`src/core/wwfr_defs.svh`:
```
`ifndef WWFR_DEFS_SVH
`define WWFR_DEFS_SVH

////////////////////////////////////////////////////////////////////////////////
// Register offsets.
`define WWFR_ADDR_RST_ROUTE     8'h8d
`define WWFR_ADDR_CFG           8'ha0
`define WWFR_ADDR_UPPER         8'ha1
`define WWFR_ADDR_LOWER         8'ha2
`define WWFR_ADDR_KICK          8'ha3

////////////////////////////////////////////////////////////////////////////////
// Reset values.
`define WWFR_RST_ROUTE_RESET    4'h0
`define WWFR_CFG_RESET          8'h00
`define WWFR_WIN_RESET          7'h00

////////////////////////////////////////////////////////////////////////////////
// Field positions.
`define WWFR_ROUTE_SEQ_BIT      3
`define WWFR_ROUTE_WDT_HI       2
`define WWFR_ROUTE_WDT_LO       0
`define WWFR_CFG_EN_BIT         7
`define WWFR_CFG_MASK_HI        6
`define WWFR_CFG_MASK_LO        4
`define WWFR_CFG_SEL_BIT        3
`define WWFR_CFG_LOCK_BIT       2
`define WWFR_CFG_KICK_HI        1
`define WWFR_CFG_KICK_LO        0
`define WWFR_WIN_TICK_HI        6
`define WWFR_WIN_TICK_LO        4
`define WWFR_WIN_CNT_HI         3
`define WWFR_WIN_CNT_LO         0

////////////////////////////////////////////////////////////////////////////////
// Codes.
`define WWFR_KICK_CODE          8'h2a
`define WWFR_UPPER_TICK_MAX     3'h6
`define WWFR_LOWER_TICK_MAX     3'h5

////////////////////////////////////////////////////////////////////////////////
// Timing.
`define WWFR_CLK_PERIOD_NS      8
`define WWFR_BASE_TICK_NS       10000
`define WWFR_BASE_TICK_CYC      (`WWFR_BASE_TICK_NS / `WWFR_CLK_PERIOD_NS)
`define WWFR_DECADE             4'h9
`define WWFR_NUM_TICKS          6
`define WWFR_RESTART_WAIT_MS    200
`define WWFR_RESTART_WAIT_CYC   (`WWFR_RESTART_WAIT_MS * 1000000 / `WWFR_CLK_PERIOD_NS)
`define WWFR_RST_SHORT_US       1000
`define WWFR_RST_SHORT_CYC      (`WWFR_RST_SHORT_US * 1000 / `WWFR_CLK_PERIOD_NS)
`define WWFR_RST_LONG_US        10000
`define WWFR_RST_LONG_CYC       (`WWFR_RST_LONG_US * 1000 / `WWFR_CLK_PERIOD_NS)

`endif

```
`src/core/wwfr_pkg.sv`:
```
package wwfr_pkg;

    typedef enum logic [1:0] {
        WWFR_SD_IDLE,
        WWFR_SD_OFF,
        WWFR_SD_WAIT
    } wwfr_sd_state_t;

    typedef logic [2:0] wwfr_fault_vec_t;

endpackage

```
`src/core/wwfr_top.sv`:
```
// Behaviour
// - Enabled sequencer fault pulses reset output low
// - Route bits pick watchdog faults driving reset
// - Enable bit gates response, never detection
// - Non-zero window count turns detection on
// - Every detected fault reports its status flag
// - Mask bits pick faults causing regulator shutdown
// - Rails restart per pins after 200ms
// - Select bit: all rails or low rail
// - Only supply or enable cycling clears lockout
// - Kick select picks pin edge or none; register always kicks
// - Upper timebase code selects tick or disables
// - Gap beyond tick times count: too slow
// - Restart fault at twice the too-slow period
// - Four-bit upper count enables slow, restart detection
// - Kick inside lower limit: too fast
// - Only 0x2a written to kick register kicks
`timescale 1ns/1ps
`default_nettype none
`include "wwfr_defs.svh"

module wwfr_top #(
    parameter logic [31:0] P_RST_SHORT_CYC    = `WWFR_RST_SHORT_CYC,
    parameter logic [31:0] P_RST_LONG_CYC     = `WWFR_RST_LONG_CYC,
    parameter logic [31:0] P_RESTART_WAIT_CYC = `WWFR_RESTART_WAIT_CYC
) (
    // Clock and reset
    input  wire logic        I_CLOCK,
    input  wire logic        I_NRST,
    // Register port
    input  wire logic        I_REG_WR,
    input  wire logic        I_REG_RD,
    input  wire logic [7:0]  I_REG_ADDR,
    input  wire logic [7:0]  I_REG_WDATA,
    output logic      [7:0]  O_REG_RDATA,
    output logic             O_REG_RVALID,
    // Kick pin
    input  wire logic        I_GPIO_IN,
    input  wire logic        I_GPIO_IS_INPUT,
    // Faults, options and enable cycling
    input  wire logic        I_SEQ_FAULT,
    input  wire logic        I_SHORT_FAULT_WAIT,
    input  wire logic        I_EN_CYCLED,
    // Regulator enable pins
    input  wire logic        I_HV_RAIL_EN_PIN,
    input  wire logic        I_LV_RAIL_EN_PIN,
    // Reset, rails and status
    output logic             O_RST_N,
    output logic             O_HV_RAIL_ON,
    output logic             O_LV_RAIL_TURN_ON,
    output logic      [2:0]  O_WDT_FAULT_SET,
    output logic             O_LOCKED
);

    ////////////////////////////////////////////////////////////////////////////
    // Registers.
    logic [3:0]  route_q;
    logic        wdt_en_q;
    logic [2:0]  sd_mask_q;
    logic        sd_sel_q;
    logic        lock_q;
    logic [1:0]  kick_sel_q;
    logic [6:0]  upper_q;
    logic [6:0]  lower_q;

    logic        wr_route;
    logic        wr_cfg;
    logic        wr_upper;
    logic        wr_lower;
    logic        wr_kick;

    always_comb begin
        wr_route = 1'b0;
        wr_cfg   = 1'b0;
        wr_upper = 1'b0;
        wr_lower = 1'b0;
        wr_kick  = 1'b0;
        if (!I_REG_WR) begin
            wr_route = 1'b0;
        end else if (I_REG_ADDR == `WWFR_ADDR_RST_ROUTE) begin
            wr_route = 1'b1;
        end else if (I_REG_ADDR == `WWFR_ADDR_CFG) begin
            wr_cfg = !lock_q;
        end else if (I_REG_ADDR == `WWFR_ADDR_UPPER) begin
            wr_upper = !lock_q;
        end else if (I_REG_ADDR == `WWFR_ADDR_LOWER) begin
            wr_lower = !lock_q;
        end else if (I_REG_ADDR == `WWFR_ADDR_KICK) begin
            wr_kick = 1'b1;
        end
    end

    always_ff @(posedge I_CLOCK) begin
        if (!I_NRST) begin
            route_q <= `WWFR_RST_ROUTE_RESET;
        end else if (wr_route) begin
            route_q <= I_REG_WDATA[`WWFR_ROUTE_SEQ_BIT:`WWFR_ROUTE_WDT_LO];
        end
    end

    always_ff @(posedge I_CLOCK) begin
        if (!I_NRST) begin
            wdt_en_q   <= 1'(`WWFR_CFG_RESET >> `WWFR_CFG_EN_BIT);
            sd_mask_q  <= 3'h0;
            sd_sel_q   <= 1'b0;
            kick_sel_q <= 2'h0;
        end else if (wr_cfg) begin
            wdt_en_q   <= I_REG_WDATA[`WWFR_CFG_EN_BIT];
            sd_mask_q  <= I_REG_WDATA[`WWFR_CFG_MASK_HI:`WWFR_CFG_MASK_LO];
            sd_sel_q   <= I_REG_WDATA[`WWFR_CFG_SEL_BIT];
            kick_sel_q <= I_REG_WDATA[`WWFR_CFG_KICK_HI:`WWFR_CFG_KICK_LO];
        end
    end

    // A write of zero never clears the lockout; only a power or enable cycle does.
    always_ff @(posedge I_CLOCK) begin
        if (!I_NRST) begin
            lock_q <= 1'b0;
        end else if (I_EN_CYCLED) begin
            lock_q <= 1'b0;
        end else if (wr_cfg && I_REG_WDATA[`WWFR_CFG_LOCK_BIT]) begin
            lock_q <= 1'b1;
        end
    end

    always_ff @(posedge I_CLOCK) begin
        if (!I_NRST) begin
            upper_q <= `WWFR_WIN_RESET;
            lower_q <= `WWFR_WIN_RESET;
        end else begin
            if (wr_upper) begin
                upper_q <= I_REG_WDATA[6:0];
            end
            if (wr_lower) begin
                lower_q <= I_REG_WDATA[6:0];
            end
        end
    end

    always_ff @(posedge I_CLOCK) begin
        if (!I_NRST) begin
            O_REG_RDATA  <= 8'h00;
            O_REG_RVALID <= 1'b0;
        end else begin
            O_REG_RVALID <= I_REG_RD;
            if (!I_REG_RD) begin
                O_REG_RDATA <= O_REG_RDATA;
            end else if (I_REG_ADDR == `WWFR_ADDR_RST_ROUTE) begin
                O_REG_RDATA <= {4'h0, route_q};
            end else if (I_REG_ADDR == `WWFR_ADDR_CFG) begin
                O_REG_RDATA <= {wdt_en_q, sd_mask_q, sd_sel_q, lock_q, kick_sel_q};
            end else if (I_REG_ADDR == `WWFR_ADDR_UPPER) begin
                O_REG_RDATA <= {1'b0, upper_q};
            end else if (I_REG_ADDR == `WWFR_ADDR_LOWER) begin
                O_REG_RDATA <= {1'b0, lower_q};
            end else begin
                O_REG_RDATA <= 8'h00;
            end
        end
    end

    always_ff @(posedge I_CLOCK) begin
        if (!I_NRST) begin
            O_LOCKED <= 1'b0;
        end else begin
            O_LOCKED <= lock_q;
        end
    end

    ////////////////////////////////////////////////////////////////////////////
    // Kick sources.
    logic        gpio_q;
    logic        gpio_vld_q;
    logic        pin_rise;
    logic        pin_fall;
    logic        pin_kick;
    logic        reg_kick;
    logic        kick;

    // The first sample after reset only primes the edge detector.
    always_ff @(posedge I_CLOCK) begin
        if (!I_NRST) begin
            gpio_q     <= 1'b0;
            gpio_vld_q <= 1'b0;
        end else begin
            gpio_q     <= I_GPIO_IN;
            gpio_vld_q <= 1'b1;
        end
    end

    // At 8 ns per sample a 25 ns high or low phase is always seen.
    assign pin_rise = gpio_vld_q && !gpio_q && I_GPIO_IN;
    assign pin_fall = gpio_vld_q && gpio_q && !I_GPIO_IN;

    always_comb begin
        pin_kick = 1'b0;
        if (I_GPIO_IS_INPUT) begin
            case (kick_sel_q)
                2'h0:    pin_kick = pin_fall;
                2'h1:    pin_kick = pin_rise;
                2'h2:    pin_kick = pin_rise;
                default: pin_kick = 1'b0;
            endcase
        end
    end

    assign reg_kick = wr_kick && (I_REG_WDATA == `WWFR_KICK_CODE);
    assign kick     = reg_kick || pin_kick;

    ////////////////////////////////////////////////////////////////////////////
    // Timebases and window counters.
    logic [`WWFR_NUM_TICKS-1:0] tick;
    logic [2:0]  up_sel;
    logic [3:0]  up_cnt;
    logic [2:0]  lo_sel;
    logic [3:0]  lo_cnt;
    logic        up_tick;
    logic        lo_tick;
    logic        up_det;
    logic        lo_det;
    logic [4:0]  up_count;
    logic [4:0]  lo_count;
    logic        win_clear;
    logic        fast_hit;
    logic        slow_hit;
    logic        restart_hit;

    assign up_sel = upper_q[`WWFR_WIN_TICK_HI:`WWFR_WIN_TICK_LO];
    assign up_cnt = upper_q[`WWFR_WIN_CNT_HI:`WWFR_WIN_CNT_LO];
    assign lo_sel = lower_q[`WWFR_WIN_TICK_HI:`WWFR_WIN_TICK_LO];
    assign lo_cnt = lower_q[`WWFR_WIN_CNT_HI:`WWFR_WIN_CNT_LO];

    always_comb begin
        up_tick = 1'b0;
        lo_tick = 1'b0;
        if ((up_sel != 3'h0) && (up_sel <= `WWFR_UPPER_TICK_MAX)) begin
            up_tick = tick[up_sel - 3'h1];
        end
        if ((lo_sel != 3'h0) && (lo_sel <= `WWFR_LOWER_TICK_MAX)) begin
            lo_tick = tick[lo_sel - 3'h1];
        end
    end

    // Detection runs on the window registers alone, whatever the enable bit says.
    assign up_det = (up_cnt != 4'h0) && (up_sel != 3'h0)
                    && (up_sel <= `WWFR_UPPER_TICK_MAX);
    assign lo_det = (lo_cnt != 4'h0) && (lo_sel != 3'h0)
                    && (lo_sel <= `WWFR_LOWER_TICK_MAX);

    // A restart fault also restarts the window so it fires once per period.
    assign win_clear = kick || restart_hit;

    wwfr_tick_gen u_tick_gen (
        .i_clk   (I_CLOCK),
        .i_nrst  (I_NRST),
        .i_clear (win_clear),
        .o_tick  (tick)
    );

    wwfr_win_cnt u_upper_cnt (
        .i_clk   (I_CLOCK),
        .i_nrst  (I_NRST),
        .i_clear (win_clear),
        .i_tick  (up_tick),
        .o_count (up_count)
    );

    wwfr_win_cnt u_lower_cnt (
        .i_clk   (I_CLOCK),
        .i_nrst  (I_NRST),
        .i_clear (win_clear),
        .i_tick  (lo_tick),
        .o_count (lo_count)
    );

    assign slow_hit    = up_det && up_tick
                         && (up_count == 5'({1'b0, up_cnt} - 5'h01));
    assign restart_hit = up_det && up_tick
                         && (up_count == 5'({up_cnt, 1'b0} - 5'h01));
    assign fast_hit    = lo_det && kick && (lo_count < {1'b0, lo_cnt});

    wwfr_pkg::wwfr_fault_vec_t faults;
    assign faults = {restart_hit, slow_hit, fast_hit};

    always_ff @(posedge I_CLOCK) begin
        if (!I_NRST) begin
            O_WDT_FAULT_SET <= 3'h0;
        end else begin
            O_WDT_FAULT_SET <= faults;
        end
    end

    ////////////////////////////////////////////////////////////////////////////
    // Reset output pulse.
    logic        rst_hit;
    logic [31:0] rst_cnt_q;

    assign rst_hit = (wdt_en_q
                      && |(faults & route_q[`WWFR_ROUTE_WDT_HI:`WWFR_ROUTE_WDT_LO]))
                     || (I_SEQ_FAULT && route_q[`WWFR_ROUTE_SEQ_BIT]);

    // A new fault during a pulse restarts the full duration.
    always_ff @(posedge I_CLOCK) begin
        if (!I_NRST) begin
            rst_cnt_q <= 32'h0000_0000;
            O_RST_N   <= 1'b1;
        end else if (rst_hit) begin
            rst_cnt_q <= (I_SHORT_FAULT_WAIT ? P_RST_SHORT_CYC : P_RST_LONG_CYC) - 32'h1;
            O_RST_N   <= 1'b0;
        end else if (rst_cnt_q != 32'h0000_0000) begin
            rst_cnt_q <= rst_cnt_q - 32'h1;
            O_RST_N   <= 1'b0;
        end else begin
            O_RST_N   <= 1'b1;
        end
    end

    ////////////////////////////////////////////////////////////////////////////
    // Regulator shutdown and timed restart.
    wwfr_pkg::wwfr_sd_state_t sd_state_q;
    logic        sd_hit;
    logic        lv_only_q;
    logic [31:0] sd_cnt_q;

    assign sd_hit = wdt_en_q && |(faults & sd_mask_q);

    // Faults arriving while the rails are already cycling are not queued.
    always_ff @(posedge I_CLOCK) begin
        if (!I_NRST) begin
            sd_state_q <= wwfr_pkg::WWFR_SD_IDLE;
            lv_only_q  <= 1'b0;
            sd_cnt_q   <= 32'h0000_0000;
        end else begin
            case (sd_state_q)
                wwfr_pkg::WWFR_SD_IDLE: begin
                    if (sd_hit) begin
                        sd_state_q <= wwfr_pkg::WWFR_SD_OFF;
                        lv_only_q  <= sd_sel_q;
                    end
                end
                wwfr_pkg::WWFR_SD_OFF: begin
                    sd_state_q <= wwfr_pkg::WWFR_SD_WAIT;
                    sd_cnt_q   <= P_RESTART_WAIT_CYC - 32'h1;
                end
                wwfr_pkg::WWFR_SD_WAIT: begin
                    if (sd_cnt_q == 32'h0000_0000) begin
                        sd_state_q <= wwfr_pkg::WWFR_SD_IDLE;
                    end else begin
                        sd_cnt_q <= sd_cnt_q - 32'h1;
                    end
                end
                default: begin
                    sd_state_q <= wwfr_pkg::WWFR_SD_IDLE;
                end
            endcase
        end
    end

    always_ff @(posedge I_CLOCK) begin
        if (!I_NRST) begin
            O_HV_RAIL_ON      <= 1'b0;
            O_LV_RAIL_TURN_ON <= 1'b0;
        end else if (sd_state_q != wwfr_pkg::WWFR_SD_IDLE) begin
            O_HV_RAIL_ON      <= lv_only_q && I_HV_RAIL_EN_PIN;
            O_LV_RAIL_TURN_ON <= 1'b0;
        end else begin
            O_HV_RAIL_ON      <= I_HV_RAIL_EN_PIN;
            O_LV_RAIL_TURN_ON <= I_LV_RAIL_EN_PIN;
        end
    end

endmodule // wwfr_top

`default_nettype wire

```
`src/core/wwfr_tick_gen.sv`:
```
`timescale 1ns/1ps
`default_nettype none
`include "wwfr_defs.svh"

module wwfr_tick_gen (
    // Clock and reset
    input  wire logic                         i_clk,
    input  wire logic                         i_nrst,
    // Phase restart
    input  wire logic                         i_clear,
    // Tick pulses, bit k every 10us times ten to the k
    output logic      [`WWFR_NUM_TICKS-1:0]   o_tick
);

    logic [10:0] base_q;

    always_ff @(posedge i_clk) begin
        if (!i_nrst || i_clear) begin
            base_q <= 11'h000;
        end else if (o_tick[0]) begin
            base_q <= 11'h000;
        end else begin
            base_q <= base_q + 11'h001;
        end
    end

    assign o_tick[0] = (base_q == 11'(`WWFR_BASE_TICK_CYC - 1));

    ////////////////////////////////////////////////////////////////////////////
    // Each decade divides the tick below it by ten.
    genvar k;
    generate
        for (k = 1; k < `WWFR_NUM_TICKS; k = k + 1) begin : g_decade
            logic [3:0] dec_q;
            always_ff @(posedge i_clk) begin
                if (!i_nrst || i_clear) begin
                    dec_q <= 4'h0;
                end else if (o_tick[k-1]) begin
                    dec_q <= (dec_q == `WWFR_DECADE) ? 4'h0 : dec_q + 4'h1;
                end
            end
            assign o_tick[k] = o_tick[k-1] && (dec_q == `WWFR_DECADE);
        end
    endgenerate

endmodule // wwfr_tick_gen

`default_nettype wire

```
`src/core/wwfr_win_cnt.sv`:
```
`timescale 1ns/1ps
`default_nettype none

module wwfr_win_cnt (
    // Clock and reset
    input  wire logic        i_clk,
    input  wire logic        i_nrst,
    // Control
    input  wire logic        i_clear,
    input  wire logic        i_tick,
    // Elapsed ticks since the last clear
    output logic      [4:0]  o_count
);

    // Saturates so that a late kick never wraps into a short elapsed time.
    always_ff @(posedge i_clk) begin
        if (!i_nrst || i_clear) begin
            o_count <= 5'h00;
        end else if (i_tick && (o_count != 5'h1f)) begin
            o_count <= o_count + 5'h01;
        end
    end

endmodule // wwfr_win_cnt

`default_nettype wire

```
`config.mk`:
```
export PLATFORM = sky130hd
export DESIGN_NAME = wwfr_top
export DESIGN_NICKNAME = d
export VERILOG_FILES = /design/src/core/wwfr_pkg.sv /design/src/core/wwfr_top.sv /design/src/core/wwfr_tick_gen.sv /design/src/core/wwfr_win_cnt.sv
export VERILOG_INCLUDE_DIRS = /design/src /design/src/core
export SDC_FILE = /design/constraint.sdc
export NUM_CORES = 1
export LEC_CHECK = 0
export ABC_AREA = 1
export ABC_CLOCK_PERIOD_IN_PS = 2720
export BUFFER_PORTS_ARGS = -buffer_cell sky130_fd_sc_hd__clkbuf_2
export CAP_MARGIN = 20
export CORE_MARGIN = 1.5
export CORE_UTILIZATION = 58
export DETAILED_ROUTE_END_ITERATION = 6
export GPL_TIMING_DRIVEN = 1
export PLACE_DENSITY = 0.76
export SLEW_MARGIN = 30
export SYNTH_ARGS = -nofsm -noshare
export SYNTH_HDL_FRONTEND = slang
export SYNTH_SLANG_ARGS = --single-unit
```
`constraint.sdc`:
```
create_clock -name I_CLOCK -period 2.72 [get_ports I_CLOCK]
set_clock_uncertainty 0.2 [all_clocks]
set_input_delay 0.136 -clock I_CLOCK [delete_from_list [all_inputs] [get_ports I_CLOCK]]
set_output_delay 0.136 -clock I_CLOCK [all_outputs]
set_load 0.02 [all_outputs]
```
-- Word level (Yosys, flattened, before mapping)
Cells that the tools add are included.
- flip-flop bits (word level): 152
- bits of input ports: 27
- output and inout bits: 16
- word-level logic and storage cells: 180
- $add $sub $neg: 15
- $lt $le $gt $ge: 5
- equal/unequal tests: 23
- mux-type cells: 49
- bitwise operators: 3
- reduce and logical (&&, ||, !) cells: 56
- operator list (operator ; count):
    32-bit 2-to-1 mux ; 3
    32-bit one-hot mux with 2 select lines ; 1
    32-bit by 1-bit subtractor with 32-bit output, second input constant ; 2
    8-bit == test, second input constant ; 5
    32-bit zero test ; 1
    32-bit nonzero test ; 1
    1-bit 2-to-1 mux ; 29
    1-bit logical AND ; 28
    21-bit by 1-bit subtractor with 22-bit output, second input constant ; 1
    21-bit 2-to-1 mux ; 1
    4-bit by 1-bit adder with 4-bit output, second input constant ; 5
    4-bit == test, second input constant ; 5
    4-bit 2-to-1 mux ; 5
    8-bit 2-to-1 mux ; 2
    7-bit 2-to-1 mux ; 2
    11-bit by 1-bit adder with 11-bit output, second input constant ; 1
    11-bit == test, second input constant ; 1
    5-bit by 1-bit adder with 5-bit output, second input constant ; 2
    5-bit == test ; 2
    5-bit != test, second input constant ; 2
    8-bit by 6-bit == test with 1-bit output, second input constant ; 1
    3-bit by 4-bit < comparator with 1-bit output, second input constant ; 2
    4-bit nonzero test ; 2
    2-bit OR reduction ; 4
    other kinds (21) ; 43

-- Depth between registers and ports, before layout
Gate-level depths: netlist of run 1.
- word-level depth: 16
- gate-level depth with buffers: 19
- mapped depth without buffers: 19

-- Hierarchy
Synthesis of run 1 repeated with hierarchy kept, for this count alone.
- cell total of the unflattened synthesis: 1197
- area total of the unflattened synthesis: 8277.9 um2
- modules (own cells, without submodules) (module ; instances ; cells an instance ; area an instance (um2) ; sequential area each (um2)):
    wwfr_top ; 1 ; 891 ; 6102.1 ; 2222.1
    wwfr_tick_gen ; 1 ; 236 ; 1655.3 ; 620.6
    wwfr_win_cnt ; 2 ; 35 ; 260.2 ; 100.1

-- Worst setup path after synthesis of run 1
No wires, ideal clock.
- path type: reg2reg
- start point: reg upper_q[0]
- end point: reg rst_cnt_q[10]
- data arrival time: 2052 ps
- path slack: 351 ps
- stages on the path, launching flop included: 16
- cell sequence: dfxtp_1 -> inv_1 -> ha_1 -> or2_2 -> nand2_1 -> xor2_1 -> nand2_1 -> nor2_1 -> nand4_1 -> nand3_2 -> nand2_4 -> nand2_8 -> inv_6 -> nand2_8 -> buf_12 -> nor2_2
- word-level cells in the longest chain between the ends: 10
- RTL lines (what ; line ; source):
    start, declared ; wwfr_top.sv:63 ; logic [6:0] upper_q;
    start signal, assigned ; wwfr_top.sv:128 ; upper_q <= `WWFR_WIN_RESET;
    start signal, assigned ; wwfr_top.sv:132 ; upper_q <= I_REG_WDATA[6:0];
    branches (longest 5 deep; another with 5-bit by 1-bit subtractor with 5-bit output) ; - ;
    3-bit bitwise AND * ; wwfr_top.sv:299 ; && |(faults & route_q[`WWFR_ROUTE_WDT_HI:`WWFR_ROUTE_WDT_LO]))
    3-bit OR reduction * ; wwfr_top.sv:299 ;
    1-bit logical AND * ; wwfr_top.sv:298 ; assign rst_hit = (wdt_en_q
    1-bit logical OR * ; wwfr_top.sv:298 ;
    32-bit 2-to-1 mux or 2-bit nonzero test (tied branches) ; - ;
    end signal, assigned ; wwfr_top.sv:308 ; rst_cnt_q <= (I_SHORT_FAULT_WAIT ? P_RST_SHORT_CYC : P_RST_LONG_CYC) - 32'h1;
    end signal, assigned ; wwfr_top.sv:311 ; rst_cnt_q <= rst_cnt_q - 32'h1;
    end, declared ; wwfr_top.sv:296 ; logic [31:0] rst_cnt_q;
Mark *: on every way between the ends.
A chain may end at the register's enable or synchronous reset.

-- Worst setup path in the final report of run 1
- start point: reg rst_cnt_q[0]
- end point: reg rst_cnt_q[1]
- word-level cells in the longest chain between the ends: 3
- RTL lines (what ; line ; source):
    32-bit by 1-bit subtractor with 32-bit output ; wwfr_top.sv:311 ;
    32-bit 2-to-1 mux ; wwfr_top.sv:310 ; end else if (rst_cnt_q != 32'h0000_0000) begin
    32-bit 2-to-1 mux ; wwfr_top.sv:307 ; end else if (rst_hit) begin
Parallel ways exist; a longest one is shown, timed or not. The select of a mux whose other input is x is not followed.

==> flow_metrics.env, run 1 <==
export IMPL_drt_vias_per_instance=5.43
export IMPL_area_of_the_die_um2=14200
export IMPL_top_level_ports=43
export IMPL_synthDistinctLibCells=55
export IMPL_post_synth_edffs=0
export IMPL_gr_max_usage_layer="met2"
export IMPL_leakage_dissipation_uw=0.00401
export IMPL_timing_critical_path_arrival_ps=2730
export IMPL_globalRouteTotalUtil_pct=28.3
export IMPL_timing_rr_end="rst_cnt_q[1]"
export IMPL_clkSlewWorstSetupHoldPaths_ps=60
export IMPL_synthToLayoutAreaGrowth_pct=21.0
export IMPL_multiInputGateArea_um2=4210
export IMPL_post_place_cells=1304
export IMPL_cts_sinks=152
export IMPL_clock_tree_root_cell="sky130_fd_sc_hd__clkbuf_16"
export IMPL_yosys_top_cells_area="sky130_fd_sc_hd__dfxtp_1 (39%), sky130_fd_sc_hd__nor2_1 (7.7%), sky130_fd_sc_hd__inv_1 (7.5%), sky130_fd_sc_hd__nand2_1 (7.3%), sky130_fd_sc_hd__a21oi_1 (5.5%)"
export IMPL_setup_viol=0
export IMPL_crit_fanout=5
export IMPL_finalInstanceArea_um2=9440
export IMPL_die_width_um=119
export IMPL_gr_ovfl_total=0
export IMPL_numPortBuffers=42
export IMPL_postSynthAreaPerCell_um2=7.19
export IMPL_finalMaxSlewViolations=0
export IMPL_post_dp_hpwl_um=13400
export IMPL_synth_seq_area_share_pct=39.0
export IMPL_cts_max_level=4
export IMPL_status="finished, final reports clean"
export IMPL_ys_warn_count=0
export IMPL_yosysTopAreaCell="sky130_fd_sc_hd__dfxtp_1"
export IMPL_r2r_worst_path_cells=14
export IMPL_critical_path_class="reg2reg"
export IMPL_wirelength_um=20100
export IMPL_final_instance_count_excl_fill=1374
export IMPL_grt_pass1_vias=6992
export IMPL_gr_usage_met1_pct=37.7
export IMPL_worst_endpoint_required_ps=2860
export IMPL_global_route_track_usage_on_met2_pct=45.6
export IMPL_crit_path_start="rst_cnt_q[0]"
export IMPL_cts_inserted_buffers=17
export IMPL_antenna_violations_before_repair=0
export IMPL_min_delay_start="I_REG_ADDR[4]"
export IMPL_async_s_r_ff_share_synth_pct=0
export IMPL_maximum_resistive_drop_on_vdd_mv=0.546
export IMPL_synth_top_cell_area_share_pct=39.0
export IMPL_yosys_top_cells_count="sky130_fd_sc_hd__nor2_1 (160), sky130_fd_sc_hd__inv_1 (156), sky130_fd_sc_hd__dfxtp_1 (152), sky130_fd_sc_hd__nand2_1 (152), sky130_fd_sc_hd__a21oi_1 (86)"
export IMPL_filler_cell_count=1046
export IMPL_design_core_area_um2=13200
export IMPL_use_met3_pct=5.65
export IMPL_yosys_most_used_dff="sky130_fd_sc_hd__dfxtp_1"
export IMPL_startpoint_type="flip-flop"
export IMPL_finalCriticalPeriod_ps=2600
export IMPL_timing_fmax_ghz=0.385
export IMPL_reg2reg_slack_ps=120
export IMPL_cp_top_family="simple AND/OR/NAND/NOR gates"
export IMPL_crit_path_cell_trace="inv_1 -> ha_1 -> nand3_2 -> nor2_2 -> nand3_1 -> inv_1 -> nand4_1 -> nor2_4 -> clkinvlp_4 -> buf_4 -> o21ai_0 -> nand2_1 -> nand2_1 -> inv_1"
export IMPL_layout_worst_path_cycle_share_pct=95.5
export IMPL_timing_critical_path_mode_cell="sky130_fd_sc_hd__inv_1"
export IMPL_grt_pass1_wl_um=32500
export IMPL_vias=7457
export IMPL_dpl_instance_area_um2=8290
export IMPL_place_gp_congestion=0.945
export IMPL_drive_above_1_share_pct=16.7
export IMPL_count_of_unresolved_drc_violations_after_routing=0
export IMPL_hold_viol=0
export IMPL_timing_slew_headroom_pct=47.3
export IMPL_critical_path_buf_inv_count=5
export IMPL_timing_critical_path_depth=14
export IMPL_ctsLongestPathBuffers=2
export IMPL_post_layout_total_power_uw=7640
export IMPL_maximum_number_of_pins_on_one_net_before_global_route_repair=40
export IMPL_crit_path_top_delay_cell="sky130_fd_sc_hd__dfxtp_1"
export IMPL_floorplan_initialDensity_pct=59.2
export IMPL_first_iter_violations=553
export IMPL_core_rowCount=42
export IMPL_route_detailed_wl_per_inst_um=14.6
export IMPL_cts_tree="yes"
export IMPL_drt_antenna_violating_nets=0
export IMPL_detail_route_first_pass_iterations=5
export IMPL_critical_path_max_stage_delay_ps=300
export IMPL_max_cap_viols=0
export IMPL_cellPowerDensity_nw_per_um2=809
export IMPL_die_y_um=119
export IMPL_finalHoldWorstSlack_ps=43.8
export IMPL_diode_count=0
export IMPL_sequential_cell_area_um2=3050
export IMPL_mappedNetlistArea_um2=7810
export IMPL_worst_pin_slew_ps=787
export IMPL_worst_skew_pair_late_latency_ps=440
export IMPL_cp_endpoint="rst_cnt_q[1]"
export IMPL_postSynthRegisterBits=152
export IMPL_dominant_cell_by_count_in_the_synthesized_netlist="sky130_fd_sc_hd__nor2_1"
export IMPL_syn_inst=1086
export IMPL_num_nets_final=1232
export IMPL_min_delay_path_class="in2reg"
export IMPL_cp_end_kind="flip-flop"
export IMPL_mappedNetlistNets=1133
export IMPL_worstReg2RegStart="rst_cnt_q[0]"
## final cells by class
type / instances / area share, %
clock inverters: 12 / 1.84
well taps: 176 / 2.33
flip-flops and latches: 152 / 32.3
repair inverters: 2 / 0.159
repair buffers: 99 / 7.55
clock buffers: 20 / 4.84
multi-input cells: 753 / 44.5
inverters: 160 / 6.48
## sequential cells by signal, summed over array words and instances (netlist names), 3 cells and up
signal and flops:
O_REG_RDATA 8, O_WDT_FAULT_SET 3, lower_q 7, route_q 4, rst_cnt_q 32, sd_cnt_q 32
sd_mask_q 3, u_lower_cnt.o_count 5, u_tick_gen.base_q 11, u_tick_gen.g_decade.dec_q 20, u_upper_cnt.o_count 5, upper_q 7
## tightest hold or removal path, delay by kind of cell
family	cells	cell delay, ps
AOI/OAI and AO/OA	2	160
buffers and inverters	1	100
and+or+nand+nor	3	230
## worst min path at each step
stage	to	slack, ps	depth (start not counted)
after CTS	rst_cnt_q[16]	40	3
final	O_REG_RDATA[3]	40	6
after global routing	rst_cnt_q[16]	80	3
after global placement	lock_q	120	2
after detailed placement	lock_q	110	2
after floorplan	gpio_vld_q	-40	0
## layout by cell type, fill, tap and decap left out, types with 5 or more instances in the layout
cell type,Yosys,layout
sky130_fd_sc_hd__inv_1,156,153
sky130_fd_sc_hd__a21oi_1,86,86
sky130_fd_sc_hd__ha_1,20,17
sky130_fd_sc_hd__nand2_2,2,11
sky130_fd_sc_hd__dlygate4sd3_1,0,18
sky130_fd_sc_hd__nor3b_1,7,7
sky130_fd_sc_hd__nor2_2,17,26
sky130_fd_sc_hd__nor2_1,160,146
sky130_fd_sc_hd__or2_2,7,7
sky130_fd_sc_hd__xnor2_1,13,13
sky130_fd_sc_hd__a31oi_1,11,11
sky130_fd_sc_hd__nand4_1,27,27
sky130_fd_sc_hd__nor3_1,38,38
sky130_fd_sc_hd__o22ai_1,8,8
sky130_fd_sc_hd__dfxtp_1,152,149
sky130_fd_sc_hd__nand2_1,152,143
sky130_fd_sc_hd__nand3b_1,5,5
sky130_fd_sc_hd__nor2_4,3,8
sky130_fd_sc_hd__clkbuf_16,0,18
sky130_fd_sc_hd__xor2_1,32,32
sky130_fd_sc_hd__nor4_1,15,15
sky130_fd_sc_hd__clkbuf_2,0,42
sky130_fd_sc_hd__nand3_1,39,33
sky130_fd_sc_hd__o21ai_0,69,68
sky130_fd_sc_hd__nand3_2,3,8
sky130_fd_sc_hd__buf_4,2,37
sky130_fd_sc_hd__clkinvlp_4,0,7
## power breakdown
part / leakage [uW] / switching (uW) / internal [uW]
combinational: 0.00248 / 1390 / 987
clock: 0.000298 / 956 / 1580
sequential: 0.00123 / 251 / 2470
## metal layers
layer / share of wire, % / routed length, um / vias up
met5: 0 / 0 / -
li1: - / - / 3760
met2: 47 / 9480 / 215
met1: 46 / 9180 / 3445
met3: 5.1 / 1020 / 37
met4: 1.9 / 382 / 0
## stage by stage
stage	setup WS, ps	utilization (%)	TNS, ps
CTS	7.11	69.0	0
global placement	82.2	62.8	0
global route	-106	71.6	-1310
detailed placement	28.2	62.8	0
floorplan	351	-	0
finish	123	71.6	0
## cells by family after synthesis
group / synth area share [%]
xor gates and xnor gates: 5.05
and+or+nand+nor: 30.1
DFF: 39.0
adders and majority gates: 3.21
buffers and inverters: 9.15
AOI/OAI and AO/OA: 13.5
## timing repair
item / CTS / global route
buffers inserted: 0 / 17
hold buffers: 18 / 0
setup endpoints to repair: 0 / 73
gates resized for setup: 0 / 53
hold endpoints to repair: 47 / 0
Power figures use the tool's default switching activity.
==> run 2: changes to the inputs <==
SYNTH_HIERARCHICAL = 1   (was default)
==> run 2 against run 1 <==
The flow now finishes with violations (setup timing). Wire length up 6.5%. Maximum frequency down 4.5%. Clock power decreased by 4%. Critical endpoint is now rst_cnt_q[2]. Largest power group unchanged.
==> flow_metrics.env, run 2 <==
export IMPL_status="finished, violations left"
export IMPL_violations="setup timing"
export IMPL_finalCriticalPeriod_ps=2720
export IMPL_r2r_worst_path_cells=21
export IMPL_top_level_ports=43
export IMPL_cts_inserted_buffers=17
export IMPL_clkSlewWorstSetupHoldPaths_ps=60
export IMPL_finalMaxSlewViolations=0
export IMPL_hold_path_cell_count=5
export IMPL_timing_critical_path_arrival_ps=2890
export IMPL_switching_share_pct=35.5
export IMPL_diode_count=0
export IMPL_reg_largest_list="rst_cnt_q: 32 flops, sd_cnt_q: 32 flops, u_tick_gen/g_decade.dec_q: 20 flops"
export IMPL_grt_setup_unrepaired="true"
export IMPL_post_dp_hpwl_um=15000
export IMPL_mappedNetlistArea_um2=8280
export IMPL_vias=8252
export IMPL_post_synth_edffs=0
export IMPL_synth_top_cell_area_share_pct=36.8
export IMPL_die_width_um=122
export IMPL_crit_path_cell_trace="inv_2 -> ha_4 -> nand4_4 -> nor2_8 -> nand3_4 -> clkinv_4 -> nand2_4 -> nor3_4 -> inv_1 -> nand2_1 -> nand3_2 -> a21oi_4 -> nand3_4 -> nor2_4 -> nand2_1 -> nand3_2 -> nand2_4 -> nand2_8 -> buf_6 -> o21ai_0 -> inv_1"
export IMPL_worst_slack_ps=-0.371
export IMPL_drive_above_1_share_pct=17.7
export IMPL_mappedNetlistNets=1243
export IMPL_async_s_r_ff_share_synth_pct=0
export IMPL_crit_path_top_delay_cell="sky130_fd_sc_hd__dfxtp_2"
export IMPL_gr_ovfl_total=0
export IMPL_cellPowerDensity_nw_per_um2=745
export IMPL_totalNegativeSetupSlack_ps=-0.371
export IMPL_final_cell_mix="sky130_fd_sc_hd__nand2_1 (217), sky130_fd_sc_hd__nor2_1 (174), sky130_fd_sc_hd__dfxtp_1 (149)"
export IMPL_drt_vias_per_instance=5.49
export IMPL_maximum_number_of_pins_on_one_net_before_global_route_repair=44
export IMPL_leakage_dissipation_uw=0.00441
export IMPL_die_y_um=122
export IMPL_cp_top_family="simple AND/OR/NAND/NOR gates"
export IMPL_combinationalPowerShare_pct=31.6
export IMPL_antenna_violations_before_repair=0
export IMPL_cts_sinks=152
export IMPL_cp_end_kind="flip-flop"
export IMPL_worst_pin_slew_ps=748
export IMPL_critical_path_buf_inv_count=5
export IMPL_dominant_cell_by_count_in_the_synthesized_netlist="sky130_fd_sc_hd__nand2_1"
export IMPL_layout_commonest_cell="sky130_fd_sc_hd__nand2_1"
export IMPL_yosys_most_used_dff="sky130_fd_sc_hd__dfxtp_1"
export IMPL_netSwitchingPower_uw=2660
export IMPL_count_of_unresolved_drc_violations_after_routing=0
export IMPL_cts_tree="yes"
export IMPL_core_rowCount=43
export IMPL_timing_fmax_ghz=0.368
export IMPL_timing_slew_headroom_pct=50.1
export IMPL_worst_skew_pair_late_latency_ps=430
export IMPL_timing_critical_path_depth=21
export IMPL_min_delay_path_class="in2reg"
export IMPL_drt_antenna_violating_nets=0
export IMPL_postSynthAreaPerCell_um2=6.92
export IMPL_critical_path_class="reg2reg"
export IMPL_clock_tree_root_cell="sky130_fd_sc_hd__clkbuf_16"
export IMPL_crit_fanout=8
export IMPL_synth_seq_area_share_pct=36.8
export IMPL_synthToLayoutAreaGrowth_pct=21.3
export IMPL_syn_inst=1197
export IMPL_power_frac_clock_pct=32.5
export IMPL_design_core_area_um2=13900
export IMPL_setup_viol=1
export IMPL_first_iter_violations=719
export IMPL_globalRouteTotalUtil_pct=29.4
export IMPL_postSynthRegisterBits=152
export IMPL_yosysTopAreaCell="sky130_fd_sc_hd__dfxtp_1"
export IMPL_cts_max_level=4
export IMPL_critical_path_max_stage_delay_ps=320
export IMPL_seq_power_share_pct=35.9
export IMPL_worst_endpoint_required_ps=2890
export IMPL_ctsLongestPathBuffers=2
export IMPL_area_of_the_die_um2=15000
export IMPL_detail_route_first_pass_iterations=6
export IMPL_grt_pass1_vias=7666
export IMPL_layout_worst_path_cycle_share_pct=100
export IMPL_route_detailed_wl_per_inst_um=14.2
export IMPL_synthDistinctLibCells=52
export IMPL_wirelength_um=21400
export IMPL_yosys_top_cells_area="sky130_fd_sc_hd__dfxtp_1 (37%), sky130_fd_sc_hd__nand2_1 (10%), sky130_fd_sc_hd__nor2_1 (8.0%), sky130_fd_sc_hd__inv_1 (6.5%), sky130_fd_sc_hd__a21oi_1 (5.7%)"
export IMPL_hold_viol=0
export IMPL_core_occupancy_in_the_finished_layout_pct=72.3
export IMPL_grt_pass1_wl_um=35100
export IMPL_floorplan_initialDensity_pct=59.6
export IMPL_max_cap_viols=0
export IMPL_yosys_top_cells_count="sky130_fd_sc_hd__nand2_1 (224), sky130_fd_sc_hd__nor2_1 (177), sky130_fd_sc_hd__dfxtp_1 (152), sky130_fd_sc_hd__inv_1 (143), sky130_fd_sc_hd__a21oi_1 (94)"
export IMPL_maximum_resistive_drop_on_vdd_mv=0.528
export IMPL_num_nets_final=1357
export IMPL_place_gp_congestion=0.856
export IMPL_internal_power_uw=4820
export IMPL_numPortBuffers=42
export IMPL_ys_warn_count=6
export IMPL_startpoint_type="flip-flop"
## run 2: tightest hold or removal path, stage by stage
cell and delay (ps):
sky130_fd_sc_hd__clkbuf_2 150, sky130_fd_sc_hd__nor4_4 60, sky130_fd_sc_hd__buf_4 160, sky130_fd_sc_hd__nand3_1 70
sky130_fd_sc_hd__a21oi_1 50
## run 2: timing repair
| action | in CTS | in global routing |
|---|---|---|
| gates cloned | 2 | 1 |
| gates resized for setup | 20 | 34 |
| hold buffers | 22 | 0 |
| hold endpoints to repair | 48 | 0 |
| pin swaps | 13 | 8 |
| setup buffers | 2 | 5 |
| endpoints found under the setup margin | 64 | 77 |
## run 2: worst paths after layout
check	from	endpoint	slack, ps
max	u_tick_gen/base_q[1]	rst_cnt_q[2]	-0.4
min	I_REG_ADDR[1]	O_REG_RDATA[7]	50
max reg2reg	u_tick_gen/base_q[1]	rst_cnt_q[2]	-0.4
min reg2reg	sd_mask_q[2]	sd_mask_q[2]	280
## run 2: logic make-up (layout without fill, tap and decap cells)
group / Yosys count / after routing / share of synthesized area [%]
XOR/XNOR: 38 / 38 / 4.02
AO/OA/AOI/OAI: 194 / 194 / 12.6
adder cells (fa/ha/maj): 19 / 19 / 2.87
AND/OR/NAND/NOR: 612 / 613 / 35.0
buffers and inverters: 182 / 308 / 8.71
flip-flops: 152 / 152 / 36.8
## run 2: metrics by stage
stage	hold slack [ps]	setup slack (ps)	cells	instance area, um2	power [uW]
floorplan	-36.3	2.54	1197	8310	4390
global placement	120	10.8	1440	8930	4830
detailed placement	110	-106	1440	8930	4860
CTS	38.5	-82.6	1498	9870	7370
global route	67.5	-182	1504	10000	7910
finish	45.5	-0.371	1504	10000	7480
## run 2: cell type report
type | instances | area [um2]
sequential | 152 | 3050
fill | 1108 | 3840
timing repair buffer | 110 | 791
clock inverter | 12 | 150
multi-input combinational | 864 | 4720
clock buffer | 20 | 457
tap | 180 | 225
inverter | 165 | 641
timing repair inverter | 1 | 8.76
## run 2: power by group through the flow
stage	combinational, uW	sequential [uW]	clock [uW]
CTS	2240	2680	2450
global route	2670	2710	2540
finish	2360	2680	2430
global placement	2110	2720	0
floorplan	1720	2670	0
detailed placement	2140	2720	0
## run 2: layer usage
| layer | part of all wire (%) | up-vias | track usage (%) |
|---|---|---|---|
| met5 | 0 | - | 0 |
| met1 | 44 | 3795 | 37.5 |
| li1 | - | 4152 | - |
| met2 | 49 | 253 | 50.0 |
| met4 | 2.3 | 0 | 9.38 |
| met3 | 4.9 | 52 | 5.95 |
==> run 3: changes to the inputs <==
ABC_CLOCK_PERIOD_IN_PS = 3200   (was 2720)
GPL_TIMING_DRIVEN = 0   (was 1)
clock period = 3.2 ns   (was 2.72 ns; I/O delays follow)
==> run 3 against run 2 <==
Via count shrank 2.6%. Combinational power is 21% lower. Power shrank 21%. Wire length shrank 4.3%. Maximum frequency decreased by 12%. Clock-buffer cell count up 1. The flow now finishes without violations. Global-route usage decreased by 1.1 points. Critical path type unchanged.
==> flow_metrics.env, run 3 (synthesized netlist as in run 2, its figures left out) <==
export IMPL_timing_critical_path_arrival_ps=3220
export IMPL_finalMaxSlewViolations=0
export IMPL_die_width_um=122
export IMPL_worst_skew_pair_late_latency_ps=430
export IMPL_netSwitchingPower_uw=2150
export IMPL_drive_above_1_share_pct=14.4
export IMPL_critical_path_class="reg2reg"
export IMPL_vias=8038
export IMPL_timing_fmax_ghz=0.323
export IMPL_crit_fanout=9
export IMPL_cp_end_kind="flip-flop"
export IMPL_worst_slack_after_detailed_placement_ps=-483
export IMPL_grt_pass1_vias=7351
export IMPL_status="finished, final reports clean"
export IMPL_leakage_dissipation_uw=0.00419
export IMPL_clock_tree_root_cell="sky130_fd_sc_hd__clkbuf_16"
export IMPL_maximum_number_of_pins_on_one_net_before_global_route_repair=17
export IMPL_first_iter_violations=585
export IMPL_grt_pass1_wl_um=33700
export IMPL_drt_antenna_violating_nets=0
export IMPL_reg2reg_slack_ps=110
export IMPL_num_nets_final=1342
export IMPL_combinationalPowerShare_pct=31.5
export IMPL_worstReg2RegStart="u_tick_gen/base_q[1]"
export IMPL_timing_rr_end="rst_cnt_q[27]"
export IMPL_min_delay_path_class="in2reg"
export IMPL_crit_path_cell_trace="inv_1 -> ha_4 -> nand4_4 -> nor2_8 -> nand3_4 -> inv_6 -> nand2_4 -> nor3_2 -> inv_1 -> nand2_1 -> nand3_2 -> a21oi_4 -> nand3_4 -> nor2_4 -> nand2_1 -> nand3_2 -> nand2_4 -> nand2_8 -> inv_8 -> nand2_8 -> clkbuf_16 -> nor2_2"
export IMPL_final_cell_mix="sky130_fd_sc_hd__nand2_1 (223), sky130_fd_sc_hd__nor2_1 (176), sky130_fd_sc_hd__dfxtp_1 (149)"
export IMPL_timing_critical_path_depth=22
export IMPL_layout_worst_path_cycle_share_pct=96.7
export IMPL_diode_count=0
export IMPL_finalHoldWorstSlack_ps=34.9
export IMPL_maximum_resistive_drop_on_vdd_mv=0.422
export IMPL_core_rowCount=43
export IMPL_top_level_ports=43
export IMPL_drt_vias_per_instance=5.40
export IMPL_hold_viol=0
export IMPL_cts_max_level=4
export IMPL_clkSlewWorstSetupHoldPaths_ps=60
export IMPL_critical_path_buf_inv_count=5
export IMPL_post_dp_hpwl_um=14500
export IMPL_cp_top_family="simple AND/OR/NAND/NOR gates"
export IMPL_cts_sinks=152
export IMPL_reg_largest_list="rst_cnt_q: 32 flops, sd_cnt_q: 32 flops, u_tick_gen/g_decade.dec_q: 20 flops"
export IMPL_startpoint_type="flip-flop"
export IMPL_timing_slew_headroom_pct=57.4
export IMPL_route_detailed_wl_per_inst_um=13.7
export IMPL_cts_inserted_buffers=17
export IMPL_finalCriticalPeriod_ps=3090
export IMPL_count_of_unresolved_drc_violations_after_routing=0
export IMPL_numPortBuffers=42
export IMPL_design_core_area_um2=13900
export IMPL_wirelength_um=20400
export IMPL_worst_slack_ps=106
export IMPL_detail_route_first_pass_iterations=5
export IMPL_cts_tree="yes"
export IMPL_worst_endpoint_required_ps=3330
export IMPL_internal_power_uw=3790
export IMPL_cellPowerDensity_nw_per_um2=612
export IMPL_area_of_the_die_um2=15000
export IMPL_globalRouteTotalUtil_pct=28.3
export IMPL_place_gp_congestion=0.906
export IMPL_ctsLongestPathBuffers=2
export IMPL_max_cap_viols=0
export IMPL_floorplan_initialDensity_pct=59.6
export IMPL_r2r_worst_path_cells=22
export IMPL_switching_share_pct=36.2
export IMPL_crit_path_top_delay_cell="sky130_fd_sc_hd__dfxtp_2"
export IMPL_synthToLayoutAreaGrowth_pct=17.2
export IMPL_power_frac_clock_pct=30.3
export IMPL_cp_endpoint="rst_cnt_q[27]"
export IMPL_gr_ovfl_total=0
export IMPL_crit_path_start="u_tick_gen/base_q[1]"
export IMPL_critical_path_max_stage_delay_ps=340
export IMPL_layout_commonest_cell="sky130_fd_sc_hd__nand2_1"
export IMPL_setup_viol=0
export IMPL_worst_pin_slew_ps=638
export IMPL_seq_power_share_pct=38.3
export IMPL_die_y_um=122
export IMPL_antenna_violations_before_repair=0
run 3: cell types whose count changed in the layout (fill, tap and decap cells not counted), moves of 3 or more:
cell / change
sky130_fd_sc_hd__buf_6: -3
sky130_fd_sc_hd__clkinvlp_4: +3
sky130_fd_sc_hd__nor2_4: -3
sky130_fd_sc_hd__nand2_2: -3
sky130_fd_sc_hd__o21ai_0: +5
sky130_fd_sc_hd__nand2_1: +6
sky130_fd_sc_hd__buf_4: -27
sky130_fd_sc_hd__clkbuf_1: +13
sky130_fd_sc_hd__o21ai_1: -3
sky130_fd_sc_hd__bufinv_16: -3
run 3: tightest hold or removal path: cells and delay by family:
kind                   cells  cell delay, ps
buffers and inverters      2             290
and+or+nand+nor            2             180
run 3: cell type report:
cell class | instances | area [um2]
Buffer | 17 | 98.8
Clock buffer | 21 | 440
Timing Repair Buffer | 80 | 571
Clock inverter | 11 | 77.6
Multi-Input combinational cell | 863 | 4610
Tap cell | 180 | 225
Fill cell | 1193 | 4180
Inverter | 165 | 636
Sequential cell | 152 | 3050
run 3: stage by stage:
step	setup TNS [ps]	util [%]	total power, uW	instances	instance area (um2)
after floorplan	0	-	3730	1197	8280
after global placement	-14100	62.8	4060	1419	8710
after detailed placement	-15650	62.8	4090	1419	8710
after CTS	0	68.6	5920	1477	9530
after global routing	-421	69.9	6320	1489	9700
final	0	69.9	5940	1489	9700
run 3: power groups by stage:
stage | sequential [uW] | combinational, uW | clock (uW)
4_1_cts | 2270 | 1830 | 1820
2_1_floorplan | 2270 | 1460 | 0
5_1_grt | 2300 | 2140 | 1890
3_5_place_dp | 2300 | 1790 | 0
3_3_place_gp | 2300 | 1760 | 0
6_report | 2270 | 1870 | 1800
run 3: timing repair:
action,CTS,global route
hold buffers,23,0
setup buffers,2,11
cloned,1,1
gates resized for setup,12,17
setup endpoints to repair,70,62
pin swaps,3,6
hold endpoints to repair,58,0
run 3: how the worst min path moves through the flow:
stage	start	to	cells after the start
after floorplan	I_NRST	gpio_vld_q	0
after global placement	I_LV_RAIL_EN_PIN	O_LV_RAIL_TURN_ON	3
after detailed placement	I_LV_RAIL_EN_PIN	O_LV_RAIL_TURN_ON	3
after CTS	I_REG_WR	route_q[1]	4
after global routing	I_REG_WR	route_q[1]	4
final	I_REG_WR	route_q[1]	4
run 3: routing by layer:
metal / share of wire, % / GRT usage [%] / vias to the layer above
li1: - / - / 4121
met1: 46 / 36.4 / 3654
met5: 0 / 0 / -
met4: 2.0 / 9.30 / 0
met3: 5.8 / 5.44 / 34
met2: 46 / 47.7 / 229
